### src/logic/scs_pkg.sv
// Purpose: shared constants for the serial clock and shift block
// Assumes: system clock clk at 20 MHz stands in for fc
// Notes: fs ticks arrive as a one-cycle enable pulse from outside
package scs_pkg;
	localparam logic [2:0] CKSEL_EXTERNAL = 3'h7;
	localparam logic [2:0] CKSEL_SLOWEST = 3'h0;
	// divider exponents for codes 000..110 in high-speed run
	localparam int DIV_EXP_000 = 12;
	localparam int DIV_EXP_001 = 8;
	localparam int DIV_EXP_LAST = 3;
	localparam int FS_DIV_EXP = 4;
	localparam int DIV_WIDTH = 12;
	localparam int BIT_COUNT = 8;
	localparam logic ORDER_MSB_FIRST = 1'b0;
	localparam logic SCK_IDLE = 1'b1;
	localparam logic [7:0] SHIFT_RESET = 8'h00;
	typedef enum logic [1:0] {
		scs_idle,
		scs_low,
		scs_high,
		scs_wait
	} scs_state_t;
endpackage

### src/logic/scs_edge_sync.sv
// Purpose: two-stage synchroniser with edge detect for the external clock
// Assumes: input may be asynchronous to clk
// Notes: first stage is read only by the second stage
module scs_edge_sync (
	input wire logic clk,
	input wire logic sys_rst,
	input wire logic din,
	output logic fall,
	output logic rise
);
	logic meta;
	logic sync;
	logic last;

	always_ff @(posedge clk or posedge sys_rst) begin
		if (sys_rst) begin
			meta <= 1'b1;
			sync <= 1'b1;
			last <= 1'b1;
		end else begin
			meta <= din;
			sync <= meta;
			last <= sync;
		end
	end

	assign fall = last & ~sync;
	assign rise = ~last & sync;
endmodule

### src/logic/scs_shift_clock.sv
// Purpose: serial clock generation, automatic wait and 8-bit shift timing
// Assumes: buffer handshakes live outside; tx_ready and rx_free tell us
//  whether the next byte may be shifted
// Notes: bytes repeat while start stays high; clock select only while idle
//////////////////////////////////////////////////////////////////////////////
module scs_shift_clock (
	input wire logic clk,
	input wire logic sys_rst,
	input wire logic start,
	input wire logic [2:0] clock_select,
	input wire logic bit_order_select,
	input wire logic timebase_divider_select,
	input wire logic low_speed_run_mode,
	input wire logic fs_tick,
	input wire logic [7:0] tx_data,
	input wire logic tx_ready,
	input wire logic rx_free,
	input wire logic serial_clk_in,
	input wire logic serial_in_pin,
	output logic serial_clk_out,
	output logic serial_clk_oe,
	output logic serial_out_pin,
	output logic transfer_active_flag,
	output logic [7:0] rx_data,
	output logic byte_done,
	output logic tx_load,
	output logic select_reserved
);
	logic ext_mode;
	logic ext_fall;
	logic ext_rise;
	logic [11:0] div_cnt;
	logic [11:0] half_limit;
	logic [3:0] fs_cnt;
	logic use_fs;
	logic half_tick;
	logic int_fall;
	logic int_rise;
	logic any_fall;
	logic any_rise;
	logic go_ok;
	logic reserved_now;
	logic [7:0] shreg;
	logic [3:0] bits;
	scs_pkg::scs_state_t state;

	assign ext_mode = (clock_select == scs_pkg::CKSEL_EXTERNAL);
	assign use_fs = (clock_select == scs_pkg::CKSEL_SLOWEST) &&
		(timebase_divider_select || low_speed_run_mode);
	assign go_ok = tx_ready & rx_free;

	scs_edge_sync u_sync (
		.clk(clk),
		.sys_rst(sys_rst),
		.din(serial_clk_in),
		.fall(ext_fall),
		.rise(ext_rise)
	);

	//////////////////////////////////////////////////////////////////////
	// divider: half period ticks
	always_comb begin
		half_limit = 12'h000;
		if (clock_select < scs_pkg::CKSEL_EXTERNAL)
			if (clock_select == scs_pkg::CKSEL_SLOWEST)
				half_limit = 12'(1 << (scs_pkg::DIV_EXP_000 - 1));
			else
				half_limit = 12'(1 << (scs_pkg::DIV_EXP_001 - 1 -
					int'(clock_select) + 1));
	end

	always_ff @(posedge clk or posedge sys_rst) begin
		if (sys_rst) begin
			div_cnt <= 12'h000;
			fs_cnt <= 4'h0;
		end else if (state == scs_pkg::scs_idle ||
			state == scs_pkg::scs_wait) begin
			div_cnt <= 12'h000;
			fs_cnt <= 4'h0;
		end else if (use_fs) begin
			if (fs_tick)
				fs_cnt <= (fs_cnt == 4'h7) ? 4'h0 : fs_cnt + 4'h1;
		end else begin
			div_cnt <= (div_cnt == half_limit - 12'h001) ? 12'h000 :
				div_cnt + 12'h001;
		end
	end

	assign half_tick = use_fs ? (fs_tick && fs_cnt == 4'h7) :
		(div_cnt == half_limit - 12'h001);
	// reserved codes in low-speed run keep the clock parked
	assign reserved_now = low_speed_run_mode &&
		clock_select != scs_pkg::CKSEL_SLOWEST && !ext_mode;

	always_ff @(posedge clk or posedge sys_rst) begin
		if (sys_rst)
			select_reserved <= 1'b0;
		else
			select_reserved <= reserved_now;
	end

	//////////////////////////////////////////////////////////////////////
	// internal clock sequencer
	always_ff @(posedge clk or posedge sys_rst) begin
		if (sys_rst) begin
			state <= scs_pkg::scs_idle;
		end else if (ext_mode || reserved_now) begin
			state <= scs_pkg::scs_idle;
		end else begin
			// wait serves as start-up delay and as the buffer stall
			unique case (state)
			scs_pkg::scs_idle: if (start && go_ok)
				state <= scs_pkg::scs_wait;
			scs_pkg::scs_wait: begin
				if (!start)
					state <= scs_pkg::scs_idle;
				else if (go_ok)
					state <= scs_pkg::scs_low;
			end
			scs_pkg::scs_low: if (half_tick)
				state <= scs_pkg::scs_high;
			scs_pkg::scs_high: if (half_tick) begin
				if (bits != 4'(scs_pkg::BIT_COUNT))
					state <= scs_pkg::scs_low;
				else if (!start)
					state <= scs_pkg::scs_idle;
				else if (go_ok)
					state <= scs_pkg::scs_low;
				else
					state <= scs_pkg::scs_wait;
			end
			endcase
		end
	end

	assign int_fall = !reserved_now && (
		(state == scs_pkg::scs_wait && start && go_ok) ||
		(state == scs_pkg::scs_high && half_tick &&
		!(bits == 4'(scs_pkg::BIT_COUNT) && !(start && go_ok))));
	assign int_rise = state == scs_pkg::scs_low && half_tick;
	assign any_fall = ext_mode ? ext_fall : int_fall;
	assign any_rise = ext_mode ? ext_rise : int_rise;

	always_ff @(posedge clk or posedge sys_rst) begin
		if (sys_rst) begin
			serial_clk_out <= scs_pkg::SCK_IDLE;
			serial_clk_oe <= 1'b0;
		end else begin
			serial_clk_oe <= !ext_mode;
			if (!ext_mode && int_fall)
				serial_clk_out <= 1'b0;
			else
				serial_clk_out <= scs_pkg::SCK_IDLE;
			if (!ext_mode && state == scs_pkg::scs_low && !half_tick)
				serial_clk_out <= 1'b0;
		end
	end

	//////////////////////////////////////////////////////////////////////
	// shift datapath
	always_ff @(posedge clk or posedge sys_rst) begin
		if (sys_rst) begin
			shreg <= scs_pkg::SHIFT_RESET;
			bits <= 4'h0;
			serial_out_pin <= 1'b1;
			transfer_active_flag <= 1'b0;
			rx_data <= 8'h00;
			byte_done <= 1'b0;
			tx_load <= 1'b0;
		end else begin
			byte_done <= 1'b0;
			tx_load <= 1'b0;
			if (any_fall && (transfer_active_flag || start)) begin
				transfer_active_flag <= 1'b1;
				if (bits == 4'h0 || bits == 4'(scs_pkg::BIT_COUNT)) begin
					shreg <= tx_data;
					tx_load <= 1'b1;
					bits <= 4'h0;
					serial_out_pin <= (bit_order_select ==
						scs_pkg::ORDER_MSB_FIRST) ?
						tx_data[7] : tx_data[0];
				end else begin
					serial_out_pin <= (bit_order_select ==
						scs_pkg::ORDER_MSB_FIRST) ?
						shreg[7] : shreg[0];
				end
			end
			if (any_rise && transfer_active_flag &&
				bits != 4'(scs_pkg::BIT_COUNT)) begin
				bits <= bits + 4'h1;
				if (bit_order_select == scs_pkg::ORDER_MSB_FIRST)
					shreg <= {shreg[6:0], serial_in_pin};
				else
					shreg <= {serial_in_pin, shreg[7:1]};
				if (bits == 4'(scs_pkg::BIT_COUNT - 1)) begin
					byte_done <= 1'b1;
					rx_data <= (bit_order_select ==
						scs_pkg::ORDER_MSB_FIRST) ?
						{shreg[6:0], serial_in_pin} :
						{serial_in_pin, shreg[7:1]};
				end
			end
			// flag drops once the internal clock is parked high, or without waiting in external clock mode
			if (!start && bits == 4'(scs_pkg::BIT_COUNT) &&
				(ext_mode || state == scs_pkg::scs_idle)) begin
				transfer_active_flag <= 1'b0;
				serial_out_pin <= 1'b1;
				bits <= 4'h0;
			end
		end
	end
endmodule

### config.mk
export PLATFORM = sky130hd
export DESIGN_NAME = scs_shift_clock
export DESIGN_NICKNAME = d
export VERILOG_FILES = /design/src/logic/scs_pkg.sv /design/src/logic/scs_edge_sync.sv /design/src/logic/scs_shift_clock.sv
export SDC_FILE = /design/constraint.sdc
export NUM_CORES = 1
export LEC_CHECK = 0
export ABC_AREA = 1
export BUFFER_PORTS_ARGS = -buffer_cell sky130_fd_sc_hd__buf_2
export CAP_MARGIN = 40
export CORE_MARGIN = 4
export CORE_UTILIZATION = 50
export CTS_BUF_LIST = sky130_fd_sc_hd__clkbuf_2
export CTS_CLUSTER_DIAMETER = 120
export DETAILED_ROUTE_END_ITERATION = 16
export HOLD_SLACK_MARGIN = 0.06
export PLACE_DENSITY = 0.7
export REMOVE_ABC_BUFFERS = 1
export SYNTH_ARGS = -nofsm -noshare
export SYNTH_HDL_FRONTEND = slang
export SYNTH_SLANG_ARGS = --single-unit
### constraint.sdc
create_clock -name clk -period 3.62 [get_ports clk]
set_input_delay 0.362 -clock clk [delete_from_list [all_inputs] [get_ports clk]]
set_output_delay 0.362 -clock clk [all_outputs]
set_load 0.01 [all_outputs]
==> run summary, run 1 <==
Synthesized cell area = 2880 um2
Largest net degree at the start of global routing = 36
CTS Buffer Depth = 2
Yosys warning count = 0
Final hold violations = 0
Initial Util = 0.519
CTS tree = yes
Reg2Reg Capture Point = rx_data[7]
Clk pin slew, worst setup/hold paths = 0.27 ns
Clock Latency Late Sink = 0.43 ns
Fill count = 527
Die ar. = 7030 um2
Worst setup path endpoint = rx_data[7]
ANT cells = 0
Synth top cells by count = nand2_1, inv_1, dfrtp_1
Fin nets = 462
Max_cap viols = 0
Grt total ovfl = 0
Avg Vias per Cell = 5.22
CTS Root Cell = clkbuf_2
Skew final = 0.0350 ns
Most common cell in the synthesized netlist = nand2_1
Fin. max-slew vios = 0
Post-CTS Setup Inserts = 0
Final worst-path cycle share = 0.776
Wire per inst = 12.8 um
Final HPWL DP = 4870 um
Ports = 37
CP Class = primary input to flip-flop
Die Ht = 83.9 um
WL final = 6460 um
Fraction of registers with async set/reset = 1.00
Setup tns final = 0 ns
Worst Hold Class = primary input to flip-flop
Average size of a mapped cell = 7.32 um2
Pwr dens = 493 nW/um2
Reg2Reg Depth = 14
Vias in the first global route = 2493
Share of cells above drive strength 1 = 0.146
Synth area leaders = dfrtp_1, nand2_1, inv_1
Count of final setup violators = 0
Min Clock Period, post-route = 2.81 ns
Sink Count = 48
Initial antenna violation count = 0
GPL Wtd Cong = 0.952
ANT nets after route = 0
R2R Setup Slk = 1.14 ns
Fmax = 356 MHz
Row count = 27
H-tree depth = 2
Chip width = 83.9 um
GRT Util Overall = 0.194
Port bufs = 36
Area growth syn-to-layout = 12.0%
Residual DRC = 0
Leakage = 1.71 nW
Footprint of the multi-input gates = 1430 um2
FF/Latch Area = 1210 um2
Area leader, netlist = dfrtp_1
CP Launch Type = primary input
Critical Path RT = 3.98 ns
Post-synthesis sequential area ratio = 0.420
Synth Flop Type = dfrtp_1
Worst slew pin tran = 0.712 ns
Yosys reg bits = 48
Cts bufs inserted = 5
Worst setup EP type = flip-flop
Max IR drop VDD = 0.000235 V
RSZ-0062 raised after global routing = no
Worst setup startpoint = clock_select[0]
Reg2reg start = div_cnt[0]
Vias = 2633
Slew HR = 0.521
CP Data Arrival Time = 3.17 ns
EDFF count, synth = 0
CP max FO = 23
Drt pass-1 iters = 5
Core ar. = 5540 um2
Tot Pwr = 1.59 mW
Synth Instances = 393
Top cell type's share of synthesized area = 0.374
Synth cell types = 36
First-pass GRT wire length = 11400 um
Status = completed
DRT iter0 DRCs = 148
layout by cell type, fill, tap and decap left out, types with 7 or more instances in the layout:
| cell | synthesis | routed |
|---|---|---|
| nand2_1 | 128 | 128 |
| ha_1 | 9 | 9 |
| dfrtp_1 | 43 | 43 |
| nand2_2 | 7 | 7 |
| inv_1 | 51 | 50 |
| buf_2 | 3 | 36 |
| nor2_1 | 28 | 28 |
| xor2_1 | 7 | 7 |
| nand4_1 | 16 | 16 |
| o21ai_0 | 25 | 25 |
| nand3_1 | 30 | 30 |
metal layers:
layer | routed length [um] | part of all wire | track usage | up-vias
li1 | - | - | - | 1350
met1 | 3200 | 0.50 | 0.285 | 1216
met2 | 2850 | 0.44 | 0.298 | 61
met3 | 342 | 0.053 | 0.0355 | 6
met4 | 67 | 0.010 | 0.0453 | 0
met5 | 0 | 0 | 0 | -
critical path: stages:
cell	delay [ns]
buf_2	0.13
nor2_1	0.18
ha_1	0.29
nor2_1	0.28
nand3_1	0.15
nand2_1	0.10
xor2_1	0.16
nand3_1	0.11
nor2_1	0.09
nand3_1	0.09
nand2_2	0.10
nand2_2	0.09
o21ai_4	0.27
nand3_4	0.29
inv_1	0.20
nand2_2	0.13
nand2_1	0.08
nand2_1	0.05
logic make-up after synthesis:
group,synth area share
xor+xnor,0.0244
simple gates,0.326
mux,0.00348
fa+ha+maj,0.0391
buf+inv,0.0835
compound gates,0.104
flops,0.420
flip-flops by register name, indices dropped and copies added (netlist names), 2 cells and up:
register and cells:
div_cnt 12, rx_data 8, shreg 8, bits 4, fs_cnt 4, state 2
power breakdown:
group	total, mW	leakage (nW)	switching (mW)	internal (mW)
registers	0.739	0.622	0.0928	0.646
logic	0.541	1.05	0.343	0.198
clock network	0.308	0.0431	0.189	0.120
total	1.59	1.71	0.625	0.964
metrics by stage:
stage	cells	setup WS (ns)	instance area, um2	utilization	hold WS, ns
2_1_floorplan	384	0.944	2830	-	0.345
3_3_place_gp	493	0.413	3110	0.561	0.347
3_5_place_dp	494	0.391	3130	0.565	0.344
4_1_cts	504	0.884	3220	0.582	0.140
5_1_grt	504	0.581	3220	0.582	0.130
6_report	504	0.813	3220	0.582	0.173
worst min-delay path by stage:
stage / from / endpoint / cells after the start
after global placement: u_sync.meta / u_sync.sync / 0
after detailed placement: sys_rst / serial_clk_oe / 2
after global routing: low_speed_run_mode / select_reserved / 3
final: low_speed_run_mode / select_reserved / 3
after floorplan: u_sync.meta / u_sync.sync / 0
after CTS: low_speed_run_mode / select_reserved / 3
final cells by class:
class	instances	area share
Clock buffer	5	0.00777
Tap cell	72	0.0280
Timing Repair Buffer	40	0.0707
Clock inverter	3	0.0148
Inverter	52	0.0606
Sequential cell	48	0.375
Multi-Input combinational cell	284	0.443
repair_timing:
| action | 4_1_cts | 5_1_grt |
|---|---|---|
| gates resized for setup | 0 | 0 |
| hold buffers | 2 | 0 |
| endpoints found under the hold margin | 13 | 0 |
Power figures use the tool's default switching activity.
==> run 2: changes to the inputs <==
==> constraint.sdc (replaced) <==
create_clock -name clk -period 2.9 [get_ports clk]
set_input_delay 0.29 -clock clk [delete_from_list [all_inputs] [get_ports clk]]
set_output_delay 0.29 -clock clk [all_outputs]
set_load 0.01 [all_outputs]
==> run 2 against run 1 <==
Combinational power rose by 26%. Worst setup slack got worse by 0.31 ns. Cell count rose by 0.79%. Global-route usage rose by 0.52 points. Clock skew fell by 0.0048 ns. Hold slack got worse by 0.098 ns. Sequential share of layout area fell by 0.35 points. Register-to-register slack got worse by 0.42 ns. Via count rose by 1.7%. Sequential power rose by 25%.
==> run summary, run 2 (synthesized netlist as in run 1, its figures left out) <==
Die Ht = 83.9 um (unchanged)
Setup ws final = 0.506 ns (was 0.813 ns)
Cts bufs inserted = 5 (unchanged)
Avg Vias per Cell = 5.27 (was 5.22)
R2R Setup Slk = 0.72 ns (was 1.14 ns)
Initial antenna violation count = 0 (unchanged)
Share of cells above drive strength 1 = 0.154 (was 0.146)
CP Launch Type = primary input (unchanged)
Setup tns final = 0 ns (unchanged)
Clk pin slew, worst setup/hold paths = 0.27 ns (about the same)
Pwr dens = 612 nW/um2 (was 493 nW/um2)
Drt pass-1 iters = 4 (was 5)
CTS Root Cell = clkbuf_2 (unchanged)
Final worst-path cycle share = 0.826
Top reg by flops = div_cnt (unchanged)
Non-Filler Instances = 508 (was 504)
Dpl ws = 0.0324 ns (was 0.391 ns)
Final hold violations = 0 (unchanged)
Final HPWL DP = 5040 um (was 4870 um)
Largest net degree at the start of global routing = 35 (was 36)
DRT iter0 DRCs = 190 (was 148)
CP max FO = 12 (was 23)
Leakage = 1.73 nW (was 1.71 nW)
Clock Latency Late Sink = 0.45 ns (was 0.43 ns)
Fin. max-slew vios = 0 (unchanged)
WL final = 6680 um (was 6460 um)
Skew final = 0.0302 ns (was 0.0350 ns)
Max reg flops = 12 (unchanged)
Wire per inst = 13.2 um (was 12.8 um)
Worst Hold Class = primary input to flip-flop (unchanged)
Port bufs = 36 (unchanged)
Vias = 2677 (was 2633)
Ports = 37 (unchanged)
Placed insts = 498 (was 494)
First-pass GRT wire length = 11700 um (was 11400 um)
Hold buffer count at CTS = 2 (unchanged)
Die ar. = 7030 um2 (unchanged)
Count of final setup violators = 0 (unchanged)
Most common cell after layout, fill and taps aside = nand2_1 (unchanged)
Grt total ovfl = 0 (unchanged)
Critical Path RT = 3.29 ns (was 3.98 ns)
Chip width = 83.9 um (unchanged)
Hold_sp = low_speed_run_mode (unchanged)
CTS tree = yes (unchanged)
Hold Path Stages = 3 (unchanged)
GRT Util Overall = 0.200 (was 0.194)
Row count = 27 (unchanged)
Sink Count = 48 (unchanged)
ANT cells = 0 (unchanged)
Core ar. = 5540 um2 (unchanged)
Initial Util = 0.519 (unchanged)
Area growth syn-to-layout = 13.0% (was 12.0%)
Fmax = 418 MHz
Max IR drop VDD = 0.000318 V (was 0.000235 V)
H-tree depth = 2 (unchanged)
ANT nets after route = 0 (unchanged)
Fin nets = 466 (was 462)
Worst slew pin tran = 0.619 ns (was 0.712 ns)
Reg2reg start = div_cnt[0] (unchanged)
CTS resizes = 0 (unchanged)
Max_cap viols = 0 (unchanged)
Top flop regs = div_cnt: 12 flops, rx_data: 8 flops, shreg: 8 flops (unchanged)
Status = completed (unchanged)
Residual DRC = 0 (unchanged)
Min Clock Period, post-route = 2.39 ns
Hold EP = select_reserved (unchanged)
GPL Wtd Cong = 0.916 (was 0.952)
Vias in the first global route = 2591 (was 2493)
Worst setup EP type = flip-flop (unchanged)
Most frequent cells in the layout = nand2_1, inv_1, dfrtp_1 (unchanged)
RSZ-0062 raised after global routing = no (unchanged)
Tot Pwr = 1.99 mW (was 1.59 mW)
Reg2Reg Depth = 13 (was 14)
Reg2Reg Capture Point = bits[3] (was rx_data[7])
CP Data Arrival Time = 2.79 ns (was 3.17 ns)
CP Class = primary input to flip-flop (unchanged)
CTS Buffer Depth = 2 (unchanged)
Post-CTS Setup Inserts = 0 (unchanged)
Slew HR = 0.583 (was 0.521)
-- run 2: cell types whose count changed in the layout (fill, tap and decap cells not counted) --
cell | previous run | this run
buf_4 | 1 | 5
-- run 2: worst max path at each step --
stage / start / endpoint / slack (ns)
after floorplan: clock_select[0] / rx_data[0] / 0.30
after global placement: clock_select[0] / shreg[1] / 0.1
after detailed placement: clock_select[0] / shreg[7] / 0.03
after CTS: clock_select[0] / rx_data[6] / 0.53
after global routing: clock_select[0] / shreg[5] / 0.23
final: clock_select[0] / bits[3] / 0.51
-- run 2: metal layers --
| metal | part of all wire | vias up | GRT usage |
|---|---|---|---|
| li1 | - | 1359 | - |
| met1 | 0.49 | 1235 | 0.283 |
| met2 | 0.45 | 71 | 0.308 |
| met3 | 0.048 | 12 | 0.0326 |
| met4 | 0.015 | 0 | 0.0716 |
| met5 | 0 | - | 0 |
-- run 2: final cells by class --
type                            count  area, um2
Clock inverter                      3       47.5
Tap cell                           72       90.1
Timing Repair Buffer               44        258
Clock buffer                        5       25.0
Multi-Input combinational cell    284       1430
Inverter                           52        195
Fill cell                         529       2290
Sequential cell                    48       1210
-- run 2: power by group --
group / total [mW] / internal, mW / leakage [nW] / switching [mW]
clock network: 0.385 / 0.149 / 0.0431 / 0.236
registers: 0.924 / 0.807 / 0.622 / 0.117
logic: 0.682 / 0.252 / 1.06 / 0.430
total: 1.99 / 1.21 / 1.73 / 0.783
-- run 2: worst max-delay path: stages --
cell,delay [ns]
buf_2,0.14
nor2_1,0.19
ha_1,0.30
nor2_1,0.27
nand3_1,0.14
nand2_1,0.10
xor2_1,0.15
nand3_1,0.11
nor2_1,0.09
nand3_1,0.08
nand2_2,0.10
nand2_2,0.09
o21ai_4,0.17
nand3_4,0.10
buf_4,0.20
or2_0,0.20
nand2_1,0.07
-- run 2: per-stage QoR --
stage	utilization	cell area [um2]	hold slack, ns
floorplan	-	2830	0.294
global placement	0.567	3140	0.346
detailed placement	0.570	3160	0.288
CTS	0.587	3250	0.0660
global route	0.587	3250	0.0763
finish	0.587	3250	0.0758
==> run 3: changes to the inputs <==
==> constraint.sdc (replaced) <==
create_clock -name clk -period 2.38 [get_ports clk]
set_input_delay 0.238 -clock clk [delete_from_list [all_inputs] [get_ports clk]]
set_output_delay 0.238 -clock clk [all_outputs]
set_load 0.01 [all_outputs]
==> run 3 against run 2 <==
Global-route usage decreased by 0.44 points. Sequential cell count unchanged. Total power increased by 24%. Sequential share of layout area decreased by 2.3 points. Clock power increased by 19%. Cell count increased by 4.7%. First-iteration DRC count decreased by 24%. Critical path depth increased by 1. Via count increased by 4.2%. Clock-buffer cell count unchanged. Critical endpoint is now rx_data[7]. Largest cell class unchanged. Highest routed layer unchanged.
==> run summary, run 3 (synthesized netlist as in run 1, its figures left out) <==
CTS Buffer Depth = 2 (unchanged)
Avg Vias per Cell = 5.24 (was 5.27)
Slew HR = 0.564 (was 0.583)
Top flop regs = div_cnt: 12 flops, rx_data: 8 flops, shreg: 8 flops (unchanged)
H-tree depth = 2 (unchanged)
First-pass GRT wire length = 11400 um (was 11700 um)
Utilization after layout = 0.625 (was 0.587)
ANT nets after route = 0 (unchanged)
Area growth syn-to-layout = 20.4% (was 13.0%)
FF/Latch Area = 1210 um2 (unchanged)
Status = completed (unchanged)
Row count = 27 (unchanged)
Fin. max-slew vios = 0 (unchanged)
CP Launch Type = primary input (unchanged)
Vias = 2790 (was 2677)
Die Ht = 83.9 um (unchanged)
Footprint of the multi-input gates = 1450 um2 (was 1430 um2)
Final worst-path cycle share = 0.924
Clock Latency Late Sink = 0.44 ns (was 0.45 ns)
RSZ-0062 raised after global routing = no (unchanged)
Fin nets = 490 (was 466)
Setup ws final = 0.180 ns (was 0.506 ns)
Skew final = 0.0174 ns (was 0.0302 ns)
Wire per inst = 12.6 um (was 13.2 um)
Max IR drop VDD = 0.000475 V (was 0.000318 V)
CP Class = primary input to flip-flop (unchanged)
Worst Hold Class = primary input to flip-flop (unchanged)
Top reg by flops = div_cnt (unchanged)
Fill count = 535 (was 529)
Max reg flops = 12 (unchanged)
Fmax = 455 MHz
Non-Filler Instances = 532 (was 508)
Top Metal Used = met4 (unchanged)
Clk pin slew, worst setup/hold paths = 0.26 ns (was 0.27 ns)
Routed length on met2 = 3050 um (was 2980 um)
Worst slew pin tran = 0.647 ns (was 0.619 ns)
Largest net degree at the start of global routing = 30 (was 35)
Min Clock Period, post-route = 2.20 ns
Die ar. = 7030 um2 (unchanged)
R2R Setup Slk = 0.28 ns (was 0.72 ns)
Vias in the first global route = 2573 (was 2591)
Drt pass-1 iters = 5 (was 4)
Ports = 37 (unchanged)
CTS Root Cell = clkbuf_2 (unchanged)
Max_cap viols = 0 (unchanged)
Initial Util = 0.519 (unchanged)
DRT iter0 DRCs = 144 (was 190)
Cts bufs inserted = 5 (unchanged)
Routed length on met1 = 3200 um (was 3280 um)
WL met3 = 359 um (was 321 um)
Critical Path RT = 2.74 ns (was 3.29 ns)
Most frequent cells in the layout = nand2_1, inv_1, dfrtp_1 (unchanged)
GPL Wtd Cong = 0.920 (was 0.916)
WL final = 6680 um (about the same)
Share of cells above drive strength 1 = 0.196 (was 0.154)
Initial antenna violation count = 0 (unchanged)
Grt total ovfl = 0 (unchanged)
Pwr dens = 712 nW/um2 (was 612 nW/um2)
Most common cell after layout, fill and taps aside = nand2_1 (unchanged)
CP max FO = 8 (was 12)
ANT cells = 0 (unchanged)
CP Data Arrival Time = 2.56 ns (was 2.79 ns)
Sink Count = 48 (unchanged)
Leakage = 1.84 nW (was 1.73 nW)
Placed insts = 517 (was 498)
Residual DRC = 0 (unchanged)
Final HPWL DP = 5140 um (was 5040 um)
Count of final setup violators = 0 (unchanged)
Worst setup EP type = flip-flop (unchanged)
Port bufs = 36 (unchanged)
Dpl ws = -0.327 ns (was 0.0324 ns)
Core ar. = 5540 um2 (unchanged)
CTS tree = yes (unchanged)
GRT Util Overall = 0.195 (was 0.200)
Final hold violations = 0 (unchanged)
Chip width = 83.9 um (unchanged)
-- run 3: changes by cell type in the layout (fill, tap and decap cells not counted), sizes merged --
cell	delta
dlygate4sd3	+5
inv	+1
clkinv	-2
clkinvlp	+1
buf	+19
-- run 3: routing by layer --
layer / up-vias / GRT usage
met5: - / 0
met4: 0 / 0.0468
met3: 7 / 0.0405
met2: 66 / 0.310
met1: 1308 / 0.274
li1: 1409 / -
-- run 3: power by group --
group	total [mW]	internal, mW	switching, mW	leakage (nW)
Clock	0.460	0.181	0.279	0.0396
Sequential	1.12	0.983	0.139	0.622
Combinational	0.884	0.348	0.536	1.18
Total	2.47	1.51	0.954	1.84
-- run 3: layout make-up --
type / instances / share of cell area
flip-flops and latches: 48 / 0.349
multi-input cells: 284 / 0.419
inverters: 52 / 0.0563
repair buffers: 68 / 0.130
clock buffers: 5 / 0.00722
clock inverters: 3 / 0.0134
well taps: 72 / 0.0260
-- run 3: final timing paths --
kind | start | end | depth (start not counted)
hold / removal | tx_data[0] | shreg[0] | 5
setup / recovery | clock_select[0] | rx_data[7] | 18
min in group asynchronous | sys_rst | select_reserved | 3
max in group asynchronous | sys_rst | u_sync.meta | 4
hold reg to reg | u_sync.meta | u_sync.sync | 0
setup reg to reg | div_cnt[0] | rx_data[7] | 14
-- run 3: what timing repair did --
item                                   in CTS  in global routing
gates resized for setup                     0                  5
setup endpoints to repair                   0                 21
endpoints found under the hold margin      31                  0
hold buffers                                7                  0
setup buffers                               0                  0
-- run 3: through the flow --
step	hold slack, ns	setup TNS [ns]	cell area [um2]	power [mW]
2_1_floorplan	0.242	-2.25	2830	1.70
3_3_place_gp	0.344	-5.53	3300	1.98
3_5_place_dp	0.349	-7.02	3300	2.00
4_1_cts	0.0617	0	3440	2.48
5_1_grt	0.101	0	3460	2.66
6_report	0.0829	0	3460	2.47
-- run 3: critical path, stage by stage --
cell	delay, ns
buf_2	0.10
nor2_1	0.18
ha_1	0.29
nor2_2	0.21
nand3_1	0.13
nand2_1	0.09
xor2_1	0.16
nand3_1	0.09
nor2_1	0.09
nand3_1	0.09
nand2_2	0.10
nand2_2	0.08
o21ai_4	0.16
nand3_4	0.13
inv_1	0.14
nand2_2	0.13
nand2_1	0.10
nand2_1	0.05
